`config.mk`:
```
export PLATFORM = sky130hd
export DESIGN_NAME = dss_sequencer
export DESIGN_NICKNAME = d
export VERILOG_FILES = /design/src/dss_pkg.sv /design/src/dss_sequencer.sv
export SDC_FILE = /design/constraint.sdc
export NUM_CORES = 1
export LEC_CHECK = 0
export ABC_AREA = 1
export BUFFER_PORTS_ARGS = -buffer_cell sky130_fd_sc_hd__buf_2
export CAP_MARGIN = 40
export CORE_ASPECT_RATIO = 1.1
export CORE_MARGIN = 3
export CORE_UTILIZATION = 40
export CTS_BUF_LIST = sky130_fd_sc_hd__clkbuf_8
export CTS_CLUSTER_DIAMETER = 50
export DETAILED_ROUTE_END_ITERATION = 12
export SLEW_MARGIN = 20
export SYNTH_ARGS = -nofsm -noshare
export SYNTH_HDL_FRONTEND = slang
export SYNTH_SLANG_ARGS = --single-unit
```
`constraint.sdc`:
```
create_clock -name mclk -period 3.5 [get_ports mclk]
set_input_delay 0.175 -clock mclk [delete_from_list [all_inputs] [get_ports mclk]]
set_output_delay 0.175 -clock mclk [all_outputs]
set_load 0.1 [all_outputs]
```
`src/dss_pkg.sv`:
```
// dss_pkg: register map, field positions, vectors and engine states
// assumes 32-bit apb data, one aligned word per register
package dss_pkg;
  // ****************************************
  // register offsets
  // ****************************************
  localparam logic [7:0] OFS_GCMD   = 8'h00;
  localparam logic [7:0] OFS_GSTAT  = 8'h04;
  localparam logic [7:0] OFS_GCLR   = 8'h08;
  localparam logic [7:0] OFS_GIEN   = 8'h0C;
  localparam logic [7:0] OFS_CCFG0  = 8'h10;
  localparam logic [7:0] OFS_CCFG2  = 8'h14;
  localparam logic [7:0] OFS_BRXD   = 8'h18;
  localparam logic [7:0] OFS_BTXD   = 8'h1C;
  localparam logic [7:0] OFS_GLOBAL_MODE_REG  = 8'h20;
  localparam logic [7:0] OFS_ENGST  = 8'h24;
  // ****************************************
  // field positions
  // ****************************************
  localparam int CMD_AR_BIT    = 0;
  localparam int CMD_IQI_BIT   = 1;
  localparam int CMD_RXC_BIT   = 2;
  localparam int CMD_TXC_BIT   = 3;
  localparam int ST_ACK_BIT    = 0;
  localparam int ST_TXI_BIT    = 1;
  localparam int ST_RXI_BIT    = 2;
  localparam int NSTAT         = 3;
  localparam int CC0_PU_BIT    = 0;
  localparam int CC0_TXRST_BIT = 1;
  localparam int CC2_RAC_BIT   = 0;
  localparam int GM_DMA_CONTROL_SELECT_BIT  = 0;
  localparam int DESC_STOP_BIT = 31;
  // ****************************************
  // reset values and vectors
  // ****************************************
  localparam logic [31:0] RST_WORD      = 32'h0000_0000;
  localparam logic [31:0] VEC_CFG_QINIT = 32'h0000_0001;
  localparam logic [31:0] VEC_CFG_CHAN  = 32'h0000_0002;
  localparam logic [31:0] VEC_TX        = 32'h0000_0010;
  localparam logic [31:0] VEC_RX        = 32'h0000_0020;
  localparam logic [31:0] DATA_OFS      = 32'h0000_0004;
  localparam logic [1:0]  VK_CFG        = 2'h0;
  localparam logic [1:0]  VK_TX         = 2'h1;
  localparam logic [1:0]  VK_RX         = 2'h2;
  typedef enum logic [3:0] {
    S_READY    = 4'h0,
    S_QINIT    = 4'h1,
    S_BUSREQ   = 4'h2,
    S_CHCFG    = 4'h3,
    S_FETCH_RX = 4'h4,
    S_FETCH_TX = 4'h5,
    S_TX_DATA  = 4'h6,
    S_RX_STORE = 4'h7,
    S_VEC      = 4'h8
  } dss_state_t;
endpackage

```
`src/dss_sequencer.sv`:
```
// dss_sequencer: apb registers, start-up sequencing and descriptor dma
// assumes serial channel and memory port logic on mclk, single-cycle ack
`timescale 1ns/1ps
module dss_sequencer
  import dss_pkg::*;
#(
  parameter logic [31:0] CFGQ_BASE = 32'h0000_1000,
  parameter logic [31:0] TXQ_BASE  = 32'h0000_2000,
  parameter logic [31:0] RXQ_BASE  = 32'h0000_3000,
  parameter int          QIDX_W    = 4
) (
  input  wire logic        mclk,
  input  wire logic        rst,
  input  wire logic [7:0]  paddr,
  input  wire logic        psel,
  input  wire logic        penable,
  input  wire logic        pwrite,
  input  wire logic [31:0] pwdata,
  output logic      [31:0] prdata,
  output logic             pready,
  output logic             pslverr,
  output logic             irq,
  output logic             bus_req,
  input  wire logic        bus_gnt,
  output logic             mem_req,
  output logic             mem_we,
  output logic      [31:0] mem_addr,
  output logic      [31:0] mem_wdata,
  input  wire logic [31:0] mem_rdata,
  input  wire logic        mem_ack,
  output logic      [31:0] tx_data,
  output logic             tx_valid,
  input  wire logic        tx_ready,
  input  wire logic [31:0] rx_data,
  input  wire logic        rx_valid,
  output logic             rx_ready,
  input  wire logic        ser_tx_irq,
  input  wire logic        ser_rx_irq,
  output logic             ser_power_up,
  output logic             ser_tx_reset,
  output logic             ser_rx_enable
);
  // ****************************************
  // state
  // ****************************************
  typedef struct packed {
    dss_state_t        state;
    logic              pready;
    logic              pslverr;
    logic [31:0]       prdata;
    logic              cmd_pend;
    logic              cmd_iqi;
    logic              cmd_rxc;
    logic              cmd_txc;
    logic              busy;
    logic              running;
    logic [NSTAT-1:0]  status;
    logic [NSTAT-1:0]  ien;
    logic              irq;
    logic              pu;
    logic              txrst;
    logic              receiver_active;
    logic              dma_control_select;
    logic [31:0]       brxd;
    logic [31:0]       btxd;
    logic [31:0]       rx_ptr;
    logic [31:0]       tx_ptr;
    logic [31:0]       rx_link;
    logic [31:0]       tx_link;
    logic              rx_hold;
    logic              tx_hold;
    logic              bus_req;
    logic              mem_req;
    logic              mem_we;
    logic [31:0]       mem_addr;
    logic [31:0]       mem_wdata;
    logic [31:0]       tx_data;
    logic              tx_valid;
    logic [31:0]       rx_word;
    logic              rx_full;
    logic              rx_ready;
    logic              vcfg;
    logic [31:0]       vcfg_code;
    logic              vtx;
    logic              vrx;
    logic [1:0]        vkind;
    logic [QIDX_W-1:0] cfgq_idx;
    logic [QIDX_W-1:0] txq_idx;
    logic [QIDX_W-1:0] rxq_idx;
  } dss_st_t;

  dss_st_t          s_reg;
  dss_st_t          s_next;
  logic [NSTAT-1:0] clr;
  logic [NSTAT-1:0] set;
  logic             wr;
  logic             done;

  function automatic logic [31:0] qaddr(input logic [31:0] base,
                                        input logic [QIDX_W-1:0] idx);
    qaddr = base + 32'({idx, 2'b00});
  endfunction

  function automatic logic [31:0] next_ptr(input logic [31:0] link);
    next_ptr = {1'b0, link[30:2], 2'b00};
  endfunction

  // ****************************************
  // next state
  // ****************************************
  always_comb begin
    s_next = s_reg;
    clr = '0;
    set = '0;
    s_next.pready = 1'b0;
    s_next.pslverr = 1'b0;
    s_next.txrst = 1'b0;
    wr = psel & penable & s_reg.pready & pwrite & ~s_reg.pslverr;
    done = s_reg.mem_req & mem_ack;
    if (psel & ~penable) begin
      s_next.pready = 1'b1;
      s_next.prdata = RST_WORD;
      unique case (paddr)
        OFS_GCMD: s_next.prdata = RST_WORD;
        OFS_GSTAT: s_next.prdata[NSTAT-1:0] = s_reg.status;
        OFS_GCLR: s_next.prdata = RST_WORD;
        OFS_GIEN: s_next.prdata[NSTAT-1:0] = s_reg.ien;
        OFS_CCFG0: s_next.prdata[CC0_PU_BIT] = s_reg.pu;
        OFS_CCFG2: s_next.prdata[CC2_RAC_BIT] = s_reg.receiver_active;
        OFS_BRXD: s_next.prdata = s_reg.brxd;
        OFS_BTXD: s_next.prdata = s_reg.btxd;
        OFS_GLOBAL_MODE_REG: s_next.prdata[GM_DMA_CONTROL_SELECT_BIT] = s_reg.dma_control_select;
        OFS_ENGST: s_next.prdata[7:0] = {s_reg.state, s_reg.running,
                                         s_reg.busy, s_reg.tx_hold, s_reg.rx_hold};
        default: s_next.pslverr = 1'b1;
      endcase
    end
    if (wr) begin
      unique case (paddr)
        OFS_GCMD: begin
          if (pwdata[CMD_AR_BIT] & ~s_reg.busy & ~s_reg.cmd_pend) begin
            s_next.cmd_pend = 1'b1;
            s_next.cmd_iqi = pwdata[CMD_IQI_BIT];
            s_next.cmd_rxc = pwdata[CMD_RXC_BIT];
            s_next.cmd_txc = pwdata[CMD_TXC_BIT];
          end
        end
        OFS_GSTAT: clr = pwdata[NSTAT-1:0];
        OFS_GCLR: clr = pwdata[NSTAT-1:0];
        OFS_GIEN: s_next.ien = pwdata[NSTAT-1:0];
        OFS_CCFG0: begin
          s_next.pu = pwdata[CC0_PU_BIT];
          s_next.txrst = pwdata[CC0_TXRST_BIT];
          if (pwdata[CC0_TXRST_BIT]) begin
            s_next.tx_valid = 1'b0;
          end
        end
        OFS_CCFG2: s_next.receiver_active = pwdata[CC2_RAC_BIT];
        OFS_BRXD: s_next.brxd = pwdata;
        OFS_BTXD: s_next.btxd = pwdata;
        OFS_GLOBAL_MODE_REG: s_next.dma_control_select = pwdata[GM_DMA_CONTROL_SELECT_BIT];
        default: s_next.dma_control_select = s_reg.dma_control_select;
      endcase
    end
    if (s_reg.tx_valid & tx_ready) begin
      s_next.tx_valid = 1'b0;
    end
    if (rx_valid & s_reg.rx_ready) begin
      s_next.rx_word = rx_data;
      s_next.rx_full = 1'b1;
    end
    if (done) begin
      s_next.mem_req = 1'b0;
    end
    unique case (s_reg.state)
      S_READY: begin
        if (s_reg.cmd_pend) begin
          s_next.cmd_pend = 1'b0;
          if (s_reg.cmd_iqi) begin
            s_next.busy = 1'b1;
            s_next.state = S_QINIT;
          end else if (s_reg.cmd_rxc | s_reg.cmd_txc) begin
            s_next.busy = 1'b1;
            s_next.bus_req = 1'b1;
            s_next.state = S_BUSREQ;
          end
        end else if (s_reg.vcfg | s_reg.vtx | s_reg.vrx) begin
          s_next.state = S_VEC;
          s_next.mem_req = 1'b1;
          s_next.mem_we = 1'b1;
          if (s_reg.vcfg) begin
            s_next.vkind = VK_CFG;
            s_next.mem_addr = qaddr(CFGQ_BASE, s_reg.cfgq_idx);
            s_next.mem_wdata = s_reg.vcfg_code;
          end else if (s_reg.vtx) begin
            s_next.vkind = VK_TX;
            s_next.mem_addr = qaddr(TXQ_BASE, s_reg.txq_idx);
            s_next.mem_wdata = VEC_TX;
          end else begin
            s_next.vkind = VK_RX;
            s_next.mem_addr = qaddr(RXQ_BASE, s_reg.rxq_idx);
            s_next.mem_wdata = VEC_RX;
          end
        end else if (s_reg.running & s_reg.cmd_txc & ~s_reg.tx_valid &
                     ~s_reg.tx_hold) begin
          s_next.state = S_TX_DATA;
          s_next.mem_req = 1'b1;
          s_next.mem_we = 1'b0;
          s_next.mem_addr = s_reg.tx_ptr + DATA_OFS;
        end else if (s_reg.running & s_reg.rx_full & ~s_reg.rx_hold) begin
          s_next.state = S_RX_STORE;
          s_next.mem_req = 1'b1;
          s_next.mem_we = 1'b1;
          s_next.mem_addr = s_reg.rx_ptr + DATA_OFS;
          s_next.mem_wdata = s_reg.rx_word;
        end
      end
      S_QINIT: begin
        s_next.cfgq_idx = '0;
        s_next.txq_idx = '0;
        s_next.rxq_idx = '0;
        set[ST_ACK_BIT] = 1'b1;
        s_next.vcfg = 1'b1;
        s_next.vcfg_code = VEC_CFG_QINIT;
        s_next.busy = 1'b0;
        s_next.state = S_READY;
      end
      S_BUSREQ: begin
        if (bus_gnt) begin
          s_next.state = S_CHCFG;
        end
      end
      S_CHCFG: begin
        s_next.rx_ptr = s_reg.brxd;
        s_next.tx_ptr = s_reg.btxd;
        s_next.rx_hold = 1'b0;
        s_next.tx_hold = 1'b0;
        set[ST_ACK_BIT] = 1'b1;
        s_next.vcfg = 1'b1;
        s_next.vcfg_code = VEC_CFG_CHAN;
        s_next.mem_req = 1'b1;
        s_next.mem_we = 1'b0;
        s_next.mem_addr = s_reg.brxd;
        s_next.state = S_FETCH_RX;
      end
      S_FETCH_RX: begin
        if (done) begin
          s_next.rx_link = mem_rdata;
          if (s_reg.busy) begin
            s_next.mem_req = 1'b1;
            s_next.mem_addr = s_reg.tx_ptr;
            s_next.state = S_FETCH_TX;
          end else begin
            s_next.state = S_READY;
          end
        end
      end
      S_FETCH_TX: begin
        if (done) begin
          s_next.tx_link = mem_rdata;
          if (s_reg.busy) begin
            s_next.busy = 1'b0;
            s_next.bus_req = 1'b0;
            s_next.running = 1'b1;
          end
          s_next.state = S_READY;
        end
      end
      S_TX_DATA: begin
        if (done) begin
          s_next.tx_data = mem_rdata;
          s_next.tx_valid = 1'b1;
          if (~s_reg.dma_control_select & s_reg.tx_link[DESC_STOP_BIT]) begin
            s_next.tx_hold = 1'b1;
            s_next.state = S_READY;
          end else begin
            s_next.tx_ptr = next_ptr(s_reg.tx_link);
            s_next.mem_req = 1'b1;
            s_next.mem_addr = next_ptr(s_reg.tx_link);
            s_next.state = S_FETCH_TX;
          end
        end
      end
      S_RX_STORE: begin
        if (done) begin
          s_next.rx_full = 1'b0;
          s_next.mem_we = 1'b0;
          if (~s_reg.dma_control_select & s_reg.rx_link[DESC_STOP_BIT]) begin
            s_next.rx_hold = 1'b1;
            s_next.state = S_READY;
          end else begin
            s_next.rx_ptr = next_ptr(s_reg.rx_link);
            s_next.mem_req = 1'b1;
            s_next.mem_addr = next_ptr(s_reg.rx_link);
            s_next.state = S_FETCH_RX;
          end
        end
      end
      S_VEC: begin
        if (done) begin
          s_next.mem_we = 1'b0;
          s_next.state = S_READY;
          unique case (s_reg.vkind)
            VK_CFG: begin
              s_next.vcfg = 1'b0;
              s_next.cfgq_idx = QIDX_W'(s_reg.cfgq_idx + 1'b1);
            end
            VK_TX: begin
              s_next.vtx = 1'b0;
              s_next.txq_idx = QIDX_W'(s_reg.txq_idx + 1'b1);
            end
            default: begin
              s_next.vrx = 1'b0;
              s_next.rxq_idx = QIDX_W'(s_reg.rxq_idx + 1'b1);
            end
          endcase
        end
      end
      default: s_next.state = S_READY;
    endcase
    set[ST_TXI_BIT] = ser_tx_irq & s_reg.pu;
    set[ST_RXI_BIT] = ser_rx_irq & s_reg.pu;
    if (set[ST_TXI_BIT]) begin
      s_next.vtx = 1'b1;
    end
    if (set[ST_RXI_BIT]) begin
      s_next.vrx = 1'b1;
    end
    s_next.status = (s_reg.status & ~clr) | set;
    s_next.irq = |(s_next.status & s_next.ien);
    s_next.rx_ready = s_next.receiver_active & s_next.running & s_next.cmd_rxc &
                      ~s_next.rx_full;
  end

  always_ff @(posedge mclk) begin
    if (rst) begin
      s_next_rst: s_reg <= '0;
    end else begin
      s_reg <= s_next;
    end
  end

  assign prdata        = s_reg.prdata;
  assign pready        = s_reg.pready;
  assign pslverr       = s_reg.pslverr;
  assign irq           = s_reg.irq;
  assign bus_req       = s_reg.bus_req;
  assign mem_req       = s_reg.mem_req;
  assign mem_we        = s_reg.mem_we;
  assign mem_addr      = s_reg.mem_addr;
  assign mem_wdata     = s_reg.mem_wdata;
  assign tx_data       = s_reg.tx_data;
  assign tx_valid      = s_reg.tx_valid;
  assign rx_ready      = s_reg.rx_ready;
  assign ser_power_up  = s_reg.pu;
  assign ser_tx_reset  = s_reg.txrst;
  assign ser_rx_enable = s_reg.receiver_active;
endmodule

```
After elaboration in Yosys (flattened, before gate mapping). Cells that the tools add are included.

Register bits: 432. Word-level logic and storage cells: 293.

$add $sub $neg: 8. Eq/ne operators: 44. Multiplexer cells: 106. Bitwise gates (word level): 41. Reduce and logical (&&, ||, !) cells: 51.

Operators with widths (number): $mux 32 (9); $mux 66 (4); $pmux 32 s2 (3); $pmux 32 s5 (1); $mux 34 (3); $mux 47 (2); $mux 4 (17); $add 32x3->32 const B (2); $pmux 24 s2 (1); $mux 1 (41); $ne 2x2->1 const B (18); $reduce_and 3->1 (12); $eq 8x5->1 const B (4); $add 14x6->15 const A (2); $pmux 4 s7 (1); $pmux 12 s2 (1); $reduce_bool 2->1 (12); $and 1x1->1 (22); $mux 3 (7); $eq 4x3->1 const B (4); $eq 8x4->1 const B (2); $eq 8x6->1 const B (2); $pmux 5 s3 (1); $add 13x6->14 const A (1); 38 further kinds (78).

Logic depth before layout (Yosys ltp). Gate-level depths: netlist of the first run.

Depth in word-level cells: 10. Mapped depth: 13.

Least setup slack after synthesis of the first run. Ideal clock, no wire load.

Kind: reg2reg. Start: register s_reg, in the netlist tx_valid. End: register s_reg, in the netlist mem_wdata[10]. Arrival time: 2.184 ns. Slack: 1.184 ns. Cell stages (with the launch flop): 10. Path buffers: 2. Period minus slack after synthesis: 2.316 ns. Path through: dfxtp_1 > nor2_1 > nand2_1 > nand2_2 > a21oi_4 > inv_2 > buf_2 > buf_2 > nand2_1 > a21oi_1.

Word-level cells in the longest chain between the ends: 5.

Ends and longest elaborated chain: start: declaration (line dss_sequencer.sv:92) `dss_st_t s_reg;`; start signal: assignment (line dss_sequencer.sv:339) `s_reg <= s_next;`; $not 1->1 (line dss_sequencer.sv:204) `end else if (s_reg.running & s_reg.cmd_txc & ~s_reg.tx_valid &`; $and 1x1->1 (2 in series) (line dss_sequencer.sv:204); $ne 2x2->1 (no line); $reduce_and 4->1 (no line).

No other way between the ends. A chain may end at the register's enable or synchronous reset.

Worst setup path in the final report of the first run.
Start: register s_reg[429] (netlist bit). End: register s_reg, in the netlist mem_addr[12].

Word-level cells in the longest chain between the ends: 3. Elaborated cells between the ends (all ways): 16.

Ends and longest elaborated chain: $eq 4x2->1 (tied with other cells) (line dss_sequencer.sv:175) `unique case (s_reg.state)`; $reduce_bool 5->1 (no line) (tied with other cells); $reduce_and 9->1 (no line).

Several ways; a longest one is shown, not always the timed one.

==> impl_summary.log, run 1 <==
INFO  metric setup.worst_path.end = mem_addr[12]$_SDFFE_PP0P_
INFO  metric io_buffers = between 200 and 300
INFO  metric synthTopCellsByArea = sky130_fd_sc_hd__dfxtp_1, sky130_fd_sc_hd__nand2_1, sky130_fd_sc_hd__a21oi_1
INFO  metric number_of_i_o_pins = 254
INFO  metric ys_seq_area_frac = 0.405
INFO  metric drt-pass1-iter-count = 6
INFO  metric timing.final.setup_violations = 0
INFO  metric asyncSetResetFlopFracSynth = 0
INFO  metric tightest_slew = around 0.77 ns
INFO  metric worst_skew_pair_later_pin_latency = 0.66 ns
INFO  metric synth_simple_gate_area_frac = 0.256
INFO  metric wl_per_cell = slightly below 20 um
INFO  metric clock_path_buffers = 3
INFO  metric fp-row-count = 84
INFO  metric design.core.area = 48200 um^2
INFO  metric vias_in_the_first_global_route = between 15000 and 20000
INFO  metric start_kind = flip-flop
INFO  metric synth_top_family_by_area = simple AND/OR/NAND/NOR gates
INFO  metric hold_violations = 0
INFO  metric synth-compound-area-share = 0.194
INFO  metric grt_util_all_layers = 0.270
INFO  metric synth_fa_ha_area_frac = 0.00318
INFO  metric cp.arrival = 3.02 ns
INFO  metric static-leakage-power = 9.21 nW
INFO  metric final_antenna_net_count = 0
INFO  metric syn-num-nets = just under 3000
INFO  metric largest_reg_flops = 259
INFO  metric timing.reg2reg.setup_slack = approximately 1.0 ns
INFO  metric final_period_minus_worst_setup_slack = approximately 2.5 ns
INFO  metric detailedPlace.worstSlack = approximately 1.1 ns
INFO  metric die_x = 217 um
INFO  metric layout-area-overhead-vs-synth = 17.0%
INFO  metric timing.hold.worst.class = input port to flip-flop
INFO  metric most_common_cell_after_layout_fill_and_taps_aside = sky130_fd_sc_hd__nand2_1
INFO  metric min_period_over_period = 0.703
INFO  metric irDropWorstVdd = between 400 and 500 uV
INFO  metric critical_path.endpoint_type = flip-flop
INFO  metric tritoncts = done
INFO  metric synth_area = ~20000 um^2
INFO  metric timing_max_transition_violations_final = 0
INFO  metric critPathRequiredTime = between 4 and 5 ns
INFO  metric max_freq = approximately 0.4 GHz
INFO  metric synthDominantCellAreaShare = 0.405
INFO  metric netlist-cell-type-count = 50
INFO  metric share_of_cells_above_drive_strength_1 = 0.153
INFO  metric htreeDepth = 3
INFO  metric gpl.final_weighted_congestion = 0.934
INFO  metric layout_setup_ws = between 1 and 1.5 ns
INFO  metric syn-mean-instance-area = a little under 7 um^2
INFO  metric root_buffer_cell = sky130_fd_sc_hd__clkbuf_8
INFO  metric detail_route.vias_per_cell = 5.33
INFO  metric grt-ovfl-total = 0
INFO  metric hold-worst-slack = around 0.053 ns
INFO  metric rr_startpoint = s_reg[429]$_SDFFE_PP0P_
INFO  metric setup_tns = 0 ns
INFO  metric clock_sinks = roughly 400
INFO  metric die_outline_area = between 50000 and 60000 um^2
INFO  metric crit_fanout = 34
INFO  metric synth.ff_latch_count = 398
INFO  metric fin_util = 0.477
INFO  metric floorplan.initialDensity = 0.408
INFO  metric final_net_count = 3154
INFO  metric synth_largest_area_cell = sky130_fd_sc_hd__dfxtp_1
INFO  metric startpoint = s_reg[429]$_SDFFE_PP0P_
INFO  metric layout_common_cells = sky130_fd_sc_hd__nand2_1, sky130_fd_sc_hd__dfxtp_1, sky130_fd_sc_hd__nor2_1
INFO  metric cts_made_buffers = 70
INFO  metric clock_skew = 0.0268 ns
INFO  metric cts_resized = 0
INFO  metric grt_antenna_before_repair = 2
INFO  metric detailedPlacementHpwl = between 50000 and 60000 um
INFO  metric worst_r2r_path_depth = 11
INFO  metric post_synth_xor_xnor_area = 0.00401
INFO  metric slew_headroom = 0.490
INFO  metric power_per_cell_area = between 600 and 700 nW/um^2
INFO  metric drt_iter0_markers = 1738
INFO  metric clkTransAtPathRegs = ~0.070 ns
INFO  metric grt_pass1_wl = 110000 um
INFO  metric wirelength = between 70000 and 80000 um
INFO  metric syn-instance-count = between 2000 and 3000
INFO  metric synth.area.mux_share = 0
INFO  metric largest_net_degree_at_the_start_of_global_routing = between 90 and 100
INFO  metric synth-edff-count = 0
INFO  metric drc_errors = 0
INFO  metric grt_setup_unrepaired = no
INFO  metric worst_r2r_endpoint = mem_addr[12]$_SDFFE_PP0P_
INFO  metric num_vias = between 15000 and 20000
INFO  metric die-height = between 200 and 250 um
INFO  metric worst-setup-path-type = flip-flop to flip-flop
INFO  metric maxCapViolCount = 0
INFO  metric run_status = finished clean
INFO  metric synth.yosys.warnings = 0
INFO  metric ys_dominant_reg_cell = sky130_fd_sc_hd__dfxtp_1
==> where the power goes <==
group	internal (mW)	leakage, nW	total [mW]	switching (mW)
clock network	2.51	0.817	4.57	2.07
logic	1.34	5.18	5.78	4.44
registers	4.95	3.22	5.31	0.360
==> synth_stat cells, types with 26 or more instances <==
master	count
sky130_fd_sc_hd__a21oi_1	278
sky130_fd_sc_hd__a31oi_1	31
sky130_fd_sc_hd__buf_2	33
sky130_fd_sc_hd__buf_4	130
sky130_fd_sc_hd__clkbuf_1	104
sky130_fd_sc_hd__dfxtp_1	398
sky130_fd_sc_hd__inv_1	258
sky130_fd_sc_hd__nand2_1	600
sky130_fd_sc_hd__nand3_1	231
sky130_fd_sc_hd__nor2_1	285
sky130_fd_sc_hd__o21ai_0	241
sky130_fd_sc_hd__o221ai_1	26
==> metal layers <==
metal  track usage  share of wire  vias up
met5             0              0        -
met4        0.0819          0.022        0
met3        0.0562          0.088       93
met2         0.405           0.43      804
met1         0.392           0.46     9365
li1              -              -     9632
==> worst max-delay path, stage by stage, from the launching register on <==
cell and delay, ns:
sky130_fd_sc_hd__dfxtp_1 0.36, sky130_fd_sc_hd__inv_1 0.11, sky130_fd_sc_hd__nor2_1 0.14, sky130_fd_sc_hd__inv_1 0.10, sky130_fd_sc_hd__nor2_4 0.40, sky130_fd_sc_hd__nand3_1 0.17
sky130_fd_sc_hd__nand3_1 0.17, sky130_fd_sc_hd__nor2_4 0.06, sky130_fd_sc_hd__nand2_4 0.35, sky130_fd_sc_hd__buf_12 0.26, sky130_fd_sc_hd__nor2_1 0.06, sky130_fd_sc_hd__a21oi_1 0.16
==> cells by family after synthesis <==
| family | count (synthesis) |
|---|---|
| flip-flops | 398 |
| XOR/XNOR | 9 |
| adder cells (fa/ha/maj) | 5 |
| AND/OR/NAND/NOR | 1196 |
| buffers and inverters | 556 |
| AO/OA/AOI/OAI | 684 |
==> timing repair <==
action	4_1_cts	5_1_grt
hold buffers	104	0
setup buffers	0	0
hold endpoints to repair	210	0
==> layout make-up <==
type | instances | area [um^2]
clock inverter | 30 | 234
clock buffer | 91 | 1250
antenna | 1 | 2.50
timing repair buffer | 396 | 2690
sequential | 398 | 7970
inverter | 274 | 1030
multi-input combinational | 1894 | 9020
fill | 4837 | 25200
tap | 645 | 807
==> worst min path at each step <==
stage	slack [ns]	end	startpoint	cells after the start
detailed placement	0.43	s_reg[60]$_SDFFE_PP0P_	rx_data[9]	3
global route	0.04	s_reg[428]$_SDFFE_PP0P_	bus_gnt	5
global placement	0.43	s_reg[60]$_SDFFE_PP0P_	rx_data[9]	3
finish	0.05	s_reg[429]$_SDFFE_PP0P_	bus_gnt	5
floorplan	0.32	ser_tx_reset$_SDFF_PP0_	pwdata[1]	2
CTS	0.008	s_reg[428]$_SDFFE_PP0P_	bus_gnt	5
==> stage by stage <==
stage               instance area [um^2]  power, mW  std cells
floorplan                          19700       10.2       2848
global route                       23000       16.5       3729
CTS                                23000       15.8       3727
detailed placement                 20500       11.1       3502
global placement                   20400       11.0       3498
finish                             23000       15.7       3729
Power figures use the tool's default switching activity.
==> inputs of run 2 (changes only) <==
==> constraint.sdc (replaced) <==
create_clock -name mclk -period 2.3 [get_ports mclk]
set_input_delay 0.115 -clock mclk [delete_from_list [all_inputs] [get_ports mclk]]
set_output_delay 0.115 -clock mclk [all_outputs]
set_load 0.1 [all_outputs]
==> run 2 against run 1 <==
Net effect: cell area increased by 1.9%; register-to-register slack got worse by 0.87 ns; die area is the same; clock skew increased by 0.016 ns; total power is 55% higher; clock power is 54% higher; sequential share of layout area fell by 0.63 points; critical endpoint is now mem_addr[6]$_SDFFE_PP0P_.
==> impl_summary.log, run 2 (synthesis gave the netlist of run 1 again) <==
INFO  metric detailedPlacementHpwl = 53800 um (+3.3%)
INFO  metric worst_skew_pair_later_pin_latency = 0.66 ns (about the same)
INFO  metric grt-ovfl-total = 0 (unchanged)
INFO  metric timing_max_transition_violations_final = 0 (unchanged)
INFO  metric largest_net_degree_at_the_start_of_global_routing = 89 (-7.3%)
INFO  metric p_comb_frac = 0.375 (+0.006)
INFO  metric cell_internal_pwr = 13.7 mW (+56%)
INFO  metric worst_r2r_path_depth = 11 (unchanged)
INFO  metric grt_pass1_wl = 113000 um (+2.4%)
INFO  metric grt_util_all_layers = 0.279 (+0.00903)
INFO  metric dpl-instance-area = 20800 um^2 (+1.7%)
INFO  metric tritoncts = done
INFO  metric setup.worst_path.end = mem_addr[6]$_SDFFE_PP0P_
INFO  metric start_kind = flip-flop
INFO  metric htreeDepth = 3 (unchanged)
INFO  metric final_period_minus_worst_setup_slack = 2.13 ns (-0.326 ns)
INFO  metric tightest_slew = 0.656 ns (-0.110 ns)
INFO  metric critPathRequiredTime = 2.84 ns (-1.22 ns)
INFO  metric max_freq = 0.468 GHz (+15%)
INFO  metric filler_cell_count = 4849 (+0.25%)
INFO  metric switching_power = 10.5 mW (+53%)
INFO  metric p_sw_frac = 0.434 (-0.00367)
INFO  metric path_common_cell = sky130_fd_sc_hd__nor2_1
INFO  metric static-leakage-power = 9.45 nW (+2.5%)
INFO  metric timing.critical_path.cells = inv_2 -> nand2_2 -> nor2_4 -> buf_12 -> inv_1 -> nor2_1 -> a211oi_1 -> buf_4 -> nand2_1 -> nor2_1 -> nor2_1
INFO  metric num_vias = 20000 (+0.51%)
INFO  metric root_buffer_cell = sky130_fd_sc_hd__clkbuf_8
INFO  metric critical_path.endpoint_type = flip-flop
INFO  metric die_x = 217 um (unchanged)
INFO  metric grt_antenna_before_repair = 1 (-1)
INFO  metric share_of_cells_above_drive_strength_1 = 0.164 (+0.0105)
INFO  metric worst_r2r_endpoint = mem_addr[6]$_SDFFE_PP0P_
INFO  metric critical_path.top_delay_family = buffers and inverters
INFO  metric layout-area-overhead-vs-synth = 19.2%
INFO  metric drt_iter0_markers = 1762 (+1.4%)
INFO  metric design.core.area = 48200 um^2 (unchanged)
INFO  metric most_common_cell_after_layout_fill_and_taps_aside = sky130_fd_sc_hd__nand2_1
INFO  metric final_antenna_net_count = 0 (unchanged)
INFO  metric wirelength = 74300 um (+2.5%)
INFO  metric critical_path_top_delay_cell = sky130_fd_sc_hd__dfxtp_1
INFO  metric clock_sinks = 398 (unchanged)
INFO  metric final_net_count = 3189 (+1.1%)
INFO  metric die-height = 239 um (unchanged)
INFO  metric slew_headroom = 0.563 (+0.0730)
INFO  metric cp_slowest_stage_delay = 0.45 ns (+0.05 ns)
INFO  metric clkTransAtPathRegs = 0.07 ns (about the same)
INFO  metric power.clock.fraction = 0.291 (about the same)
INFO  metric clock_skew = 0.0427 ns (+0.0159 ns)
INFO  metric drt-pass1-iter-count = 6 (unchanged)
INFO  metric gpl.final_weighted_congestion = 0.951 (+1.8%)
INFO  metric io_buffers = 253 (unchanged)
INFO  metric wl_per_cell = 19.7 um (+1.5%)
INFO  metric die_outline_area = 51800 um^2 (unchanged)
INFO  metric worst-setup-path-type = flip-flop to flip-flop
INFO  metric power.sequential.fraction = 0.334 (-0.005)
INFO  metric power_per_cell_area = 1030 nW/um^2 (+52%)
INFO  metric timing.final.setup_violations = 0 (unchanged)
INFO  metric vias_in_the_first_global_route = 18900 (+0.74%)
INFO  metric timing.hold.worst.class = input port to flip-flop
INFO  metric hold_violations = 0 (unchanged)
INFO  metric path_depth = 11 (unchanged)
INFO  metric fp-row-count = 84 (unchanged)
INFO  metric grt_setup_unrepaired = no
INFO  metric clock_path_buffers = 3 (unchanged)
INFO  metric floorplan.initialDensity = 0.408 (unchanged)
INFO  metric cp.arrival = 2.68 ns (-0.34 ns)
INFO  metric setup_tns = 0 ns (unchanged)
INFO  metric fin_area = 23400 um^2 (+1.9%)
INFO  metric layout_common_cells = sky130_fd_sc_hd__nand2_1, sky130_fd_sc_hd__dfxtp_1, sky130_fd_sc_hd__nor2_1
INFO  metric maxCapViolCount = 0 (unchanged)
INFO  metric worst-path-buf-inv = 4 (+1)
INFO  metric min_period_over_period = 0.928 (+0.225)
INFO  metric crit_fanout = 67 (+97%)
INFO  metric run_status = finished clean
INFO  metric number_of_i_o_pins = 254 (unchanged)
INFO  metric irDropWorstVdd = 754 uV (+54%)
INFO  metric rr_startpoint = s_reg[431]$_SDFFE_PP0P_
INFO  metric cts_made_buffers = 72 (+2.9%)
INFO  metric startpoint = s_reg[431]$_SDFFE_PP0P_
INFO  metric drc_errors = 0 (unchanged)
INFO  metric largest_reg_flops = 259 (unchanged)
INFO  metric timing.reg2reg.setup_slack = 0.17 ns (-0.87 ns)
INFO  metric detail_route.vias_per_cell = 5.31 (-0.56%)
==> run 2: cell types whose count changed in the layout (fill, tap and decap cells not counted), sizes merged <==
cell | previous run | this run
dlygate4sd3 | 104 | 109
bufinv | 2 | 1
clkinv | 6 | 11
clkbuf | 91 | 97
buf | 292 | 320
inv | 294 | 291
==> run 2: through the flow <==
| stage | worst slack (ns) | std cells | hold WS, ns | power (mW) | util |
|---|---|---|---|---|---|
| finish | 0.165 | 3769 | 0.0883 | 24.2 | 0.486 |
| global route | 0.0265 | 3769 | 0.120 | 25.5 | 0.486 |
| CTS | 0.183 | 3768 | 0.0340 | 24.3 | 0.486 |
| detailed placement | 0.204 | 3531 | 0.373 | 17.1 | 0.431 |
| global placement | 0.164 | 3531 | 0.366 | 17.1 | 0.431 |
| floorplan | 0.205 | 2848 | 0.258 | 15.6 | - |
==> run 2: worst min path at each step <==
| stage | start | end | slack (ns) | depth (start not counted) |
|---|---|---|---|---|
| 2_1_floorplan | pwdata[1] | ser_tx_reset$_SDFF_PP0_ | 0.26 | 2 |
| 4_1_cts | paddr[3] | prdata[1]$_SDFFE_PP0P_ | 0.03 | 6 |
| 6_report | paddr[3] | prdata[1]$_SDFFE_PP0P_ | 0.09 | 6 |
| 3_3_place_gp | rx_data[31] | s_reg[82]$_SDFFE_PP0P_ | 0.37 | 3 |
| 3_5_place_dp | rx_data[19] | s_reg[70]$_SDFFE_PP0P_ | 0.37 | 3 |
| 5_1_grt | paddr[3] | prdata[1]$_SDFFE_PP0P_ | 0.12 | 6 |
==> run 2: routing by layer <==
layer  vias to the layer above  GRT usage  part of all wire
met5                         -          0                 0
met4                         0     0.0880             0.025
met3                       107     0.0694             0.088
met2                       828      0.414              0.42
met1                      9373      0.401              0.47
li1                       9687          -                 -
==> run 2: timing repair <==
action / CTS / global route
setup endpoints to repair: 0 / 3
setup buffers: 0 / 0
hold endpoints to repair: 216 / 0
hold buffers: 109 / 0
resized for setup: 0 / 1
==> run 2: final cells by class <==
class / instances / area [um^2] / area share
Antenna cell: 1 / 2.50 / 0.000107
Clock buffer: 97 / 1340 / 0.0570
Clock inverter: 31 / 193 / 0.00822
Inverter: 274 / 1030 / 0.0441
Multi-Input combinational cell: 1894 / 9020 / 0.385
Sequential cell: 398 / 7970 / 0.340
Tap cell: 645 / 807 / 0.0344
Timing Repair Buffer: 429 / 3080 / 0.131
==> run 2: power by group through the flow <==
| stage | logic, mW | clock network (mW) | registers [mW] |
|---|---|---|---|
| after global placement | 8.84 | 0 | 8.23 |
| after CTS | 9.06 | 7.19 | 8.09 |
| after detailed placement | 8.89 | 0 | 8.23 |
| after floorplan | 7.45 | 0 | 8.11 |
| final | 9.09 | 7.05 | 8.10 |
| after global routing | 9.82 | 7.52 | 8.16 |
==> run 2: worst register-to-register path: stages, from the launching register on <==
cell                       delay [ns]
sky130_fd_sc_hd__dfxtp_1         0.45
sky130_fd_sc_hd__inv_2           0.12
sky130_fd_sc_hd__nand2_2         0.13
sky130_fd_sc_hd__nor2_4          0.07
sky130_fd_sc_hd__buf_12          0.18
sky130_fd_sc_hd__inv_1           0.24
sky130_fd_sc_hd__nor2_1          0.10
sky130_fd_sc_hd__a211oi_1        0.41
sky130_fd_sc_hd__buf_4           0.20
sky130_fd_sc_hd__nand2_1         0.05
sky130_fd_sc_hd__nor2_1          0.08
sky130_fd_sc_hd__nor2_1          0.04
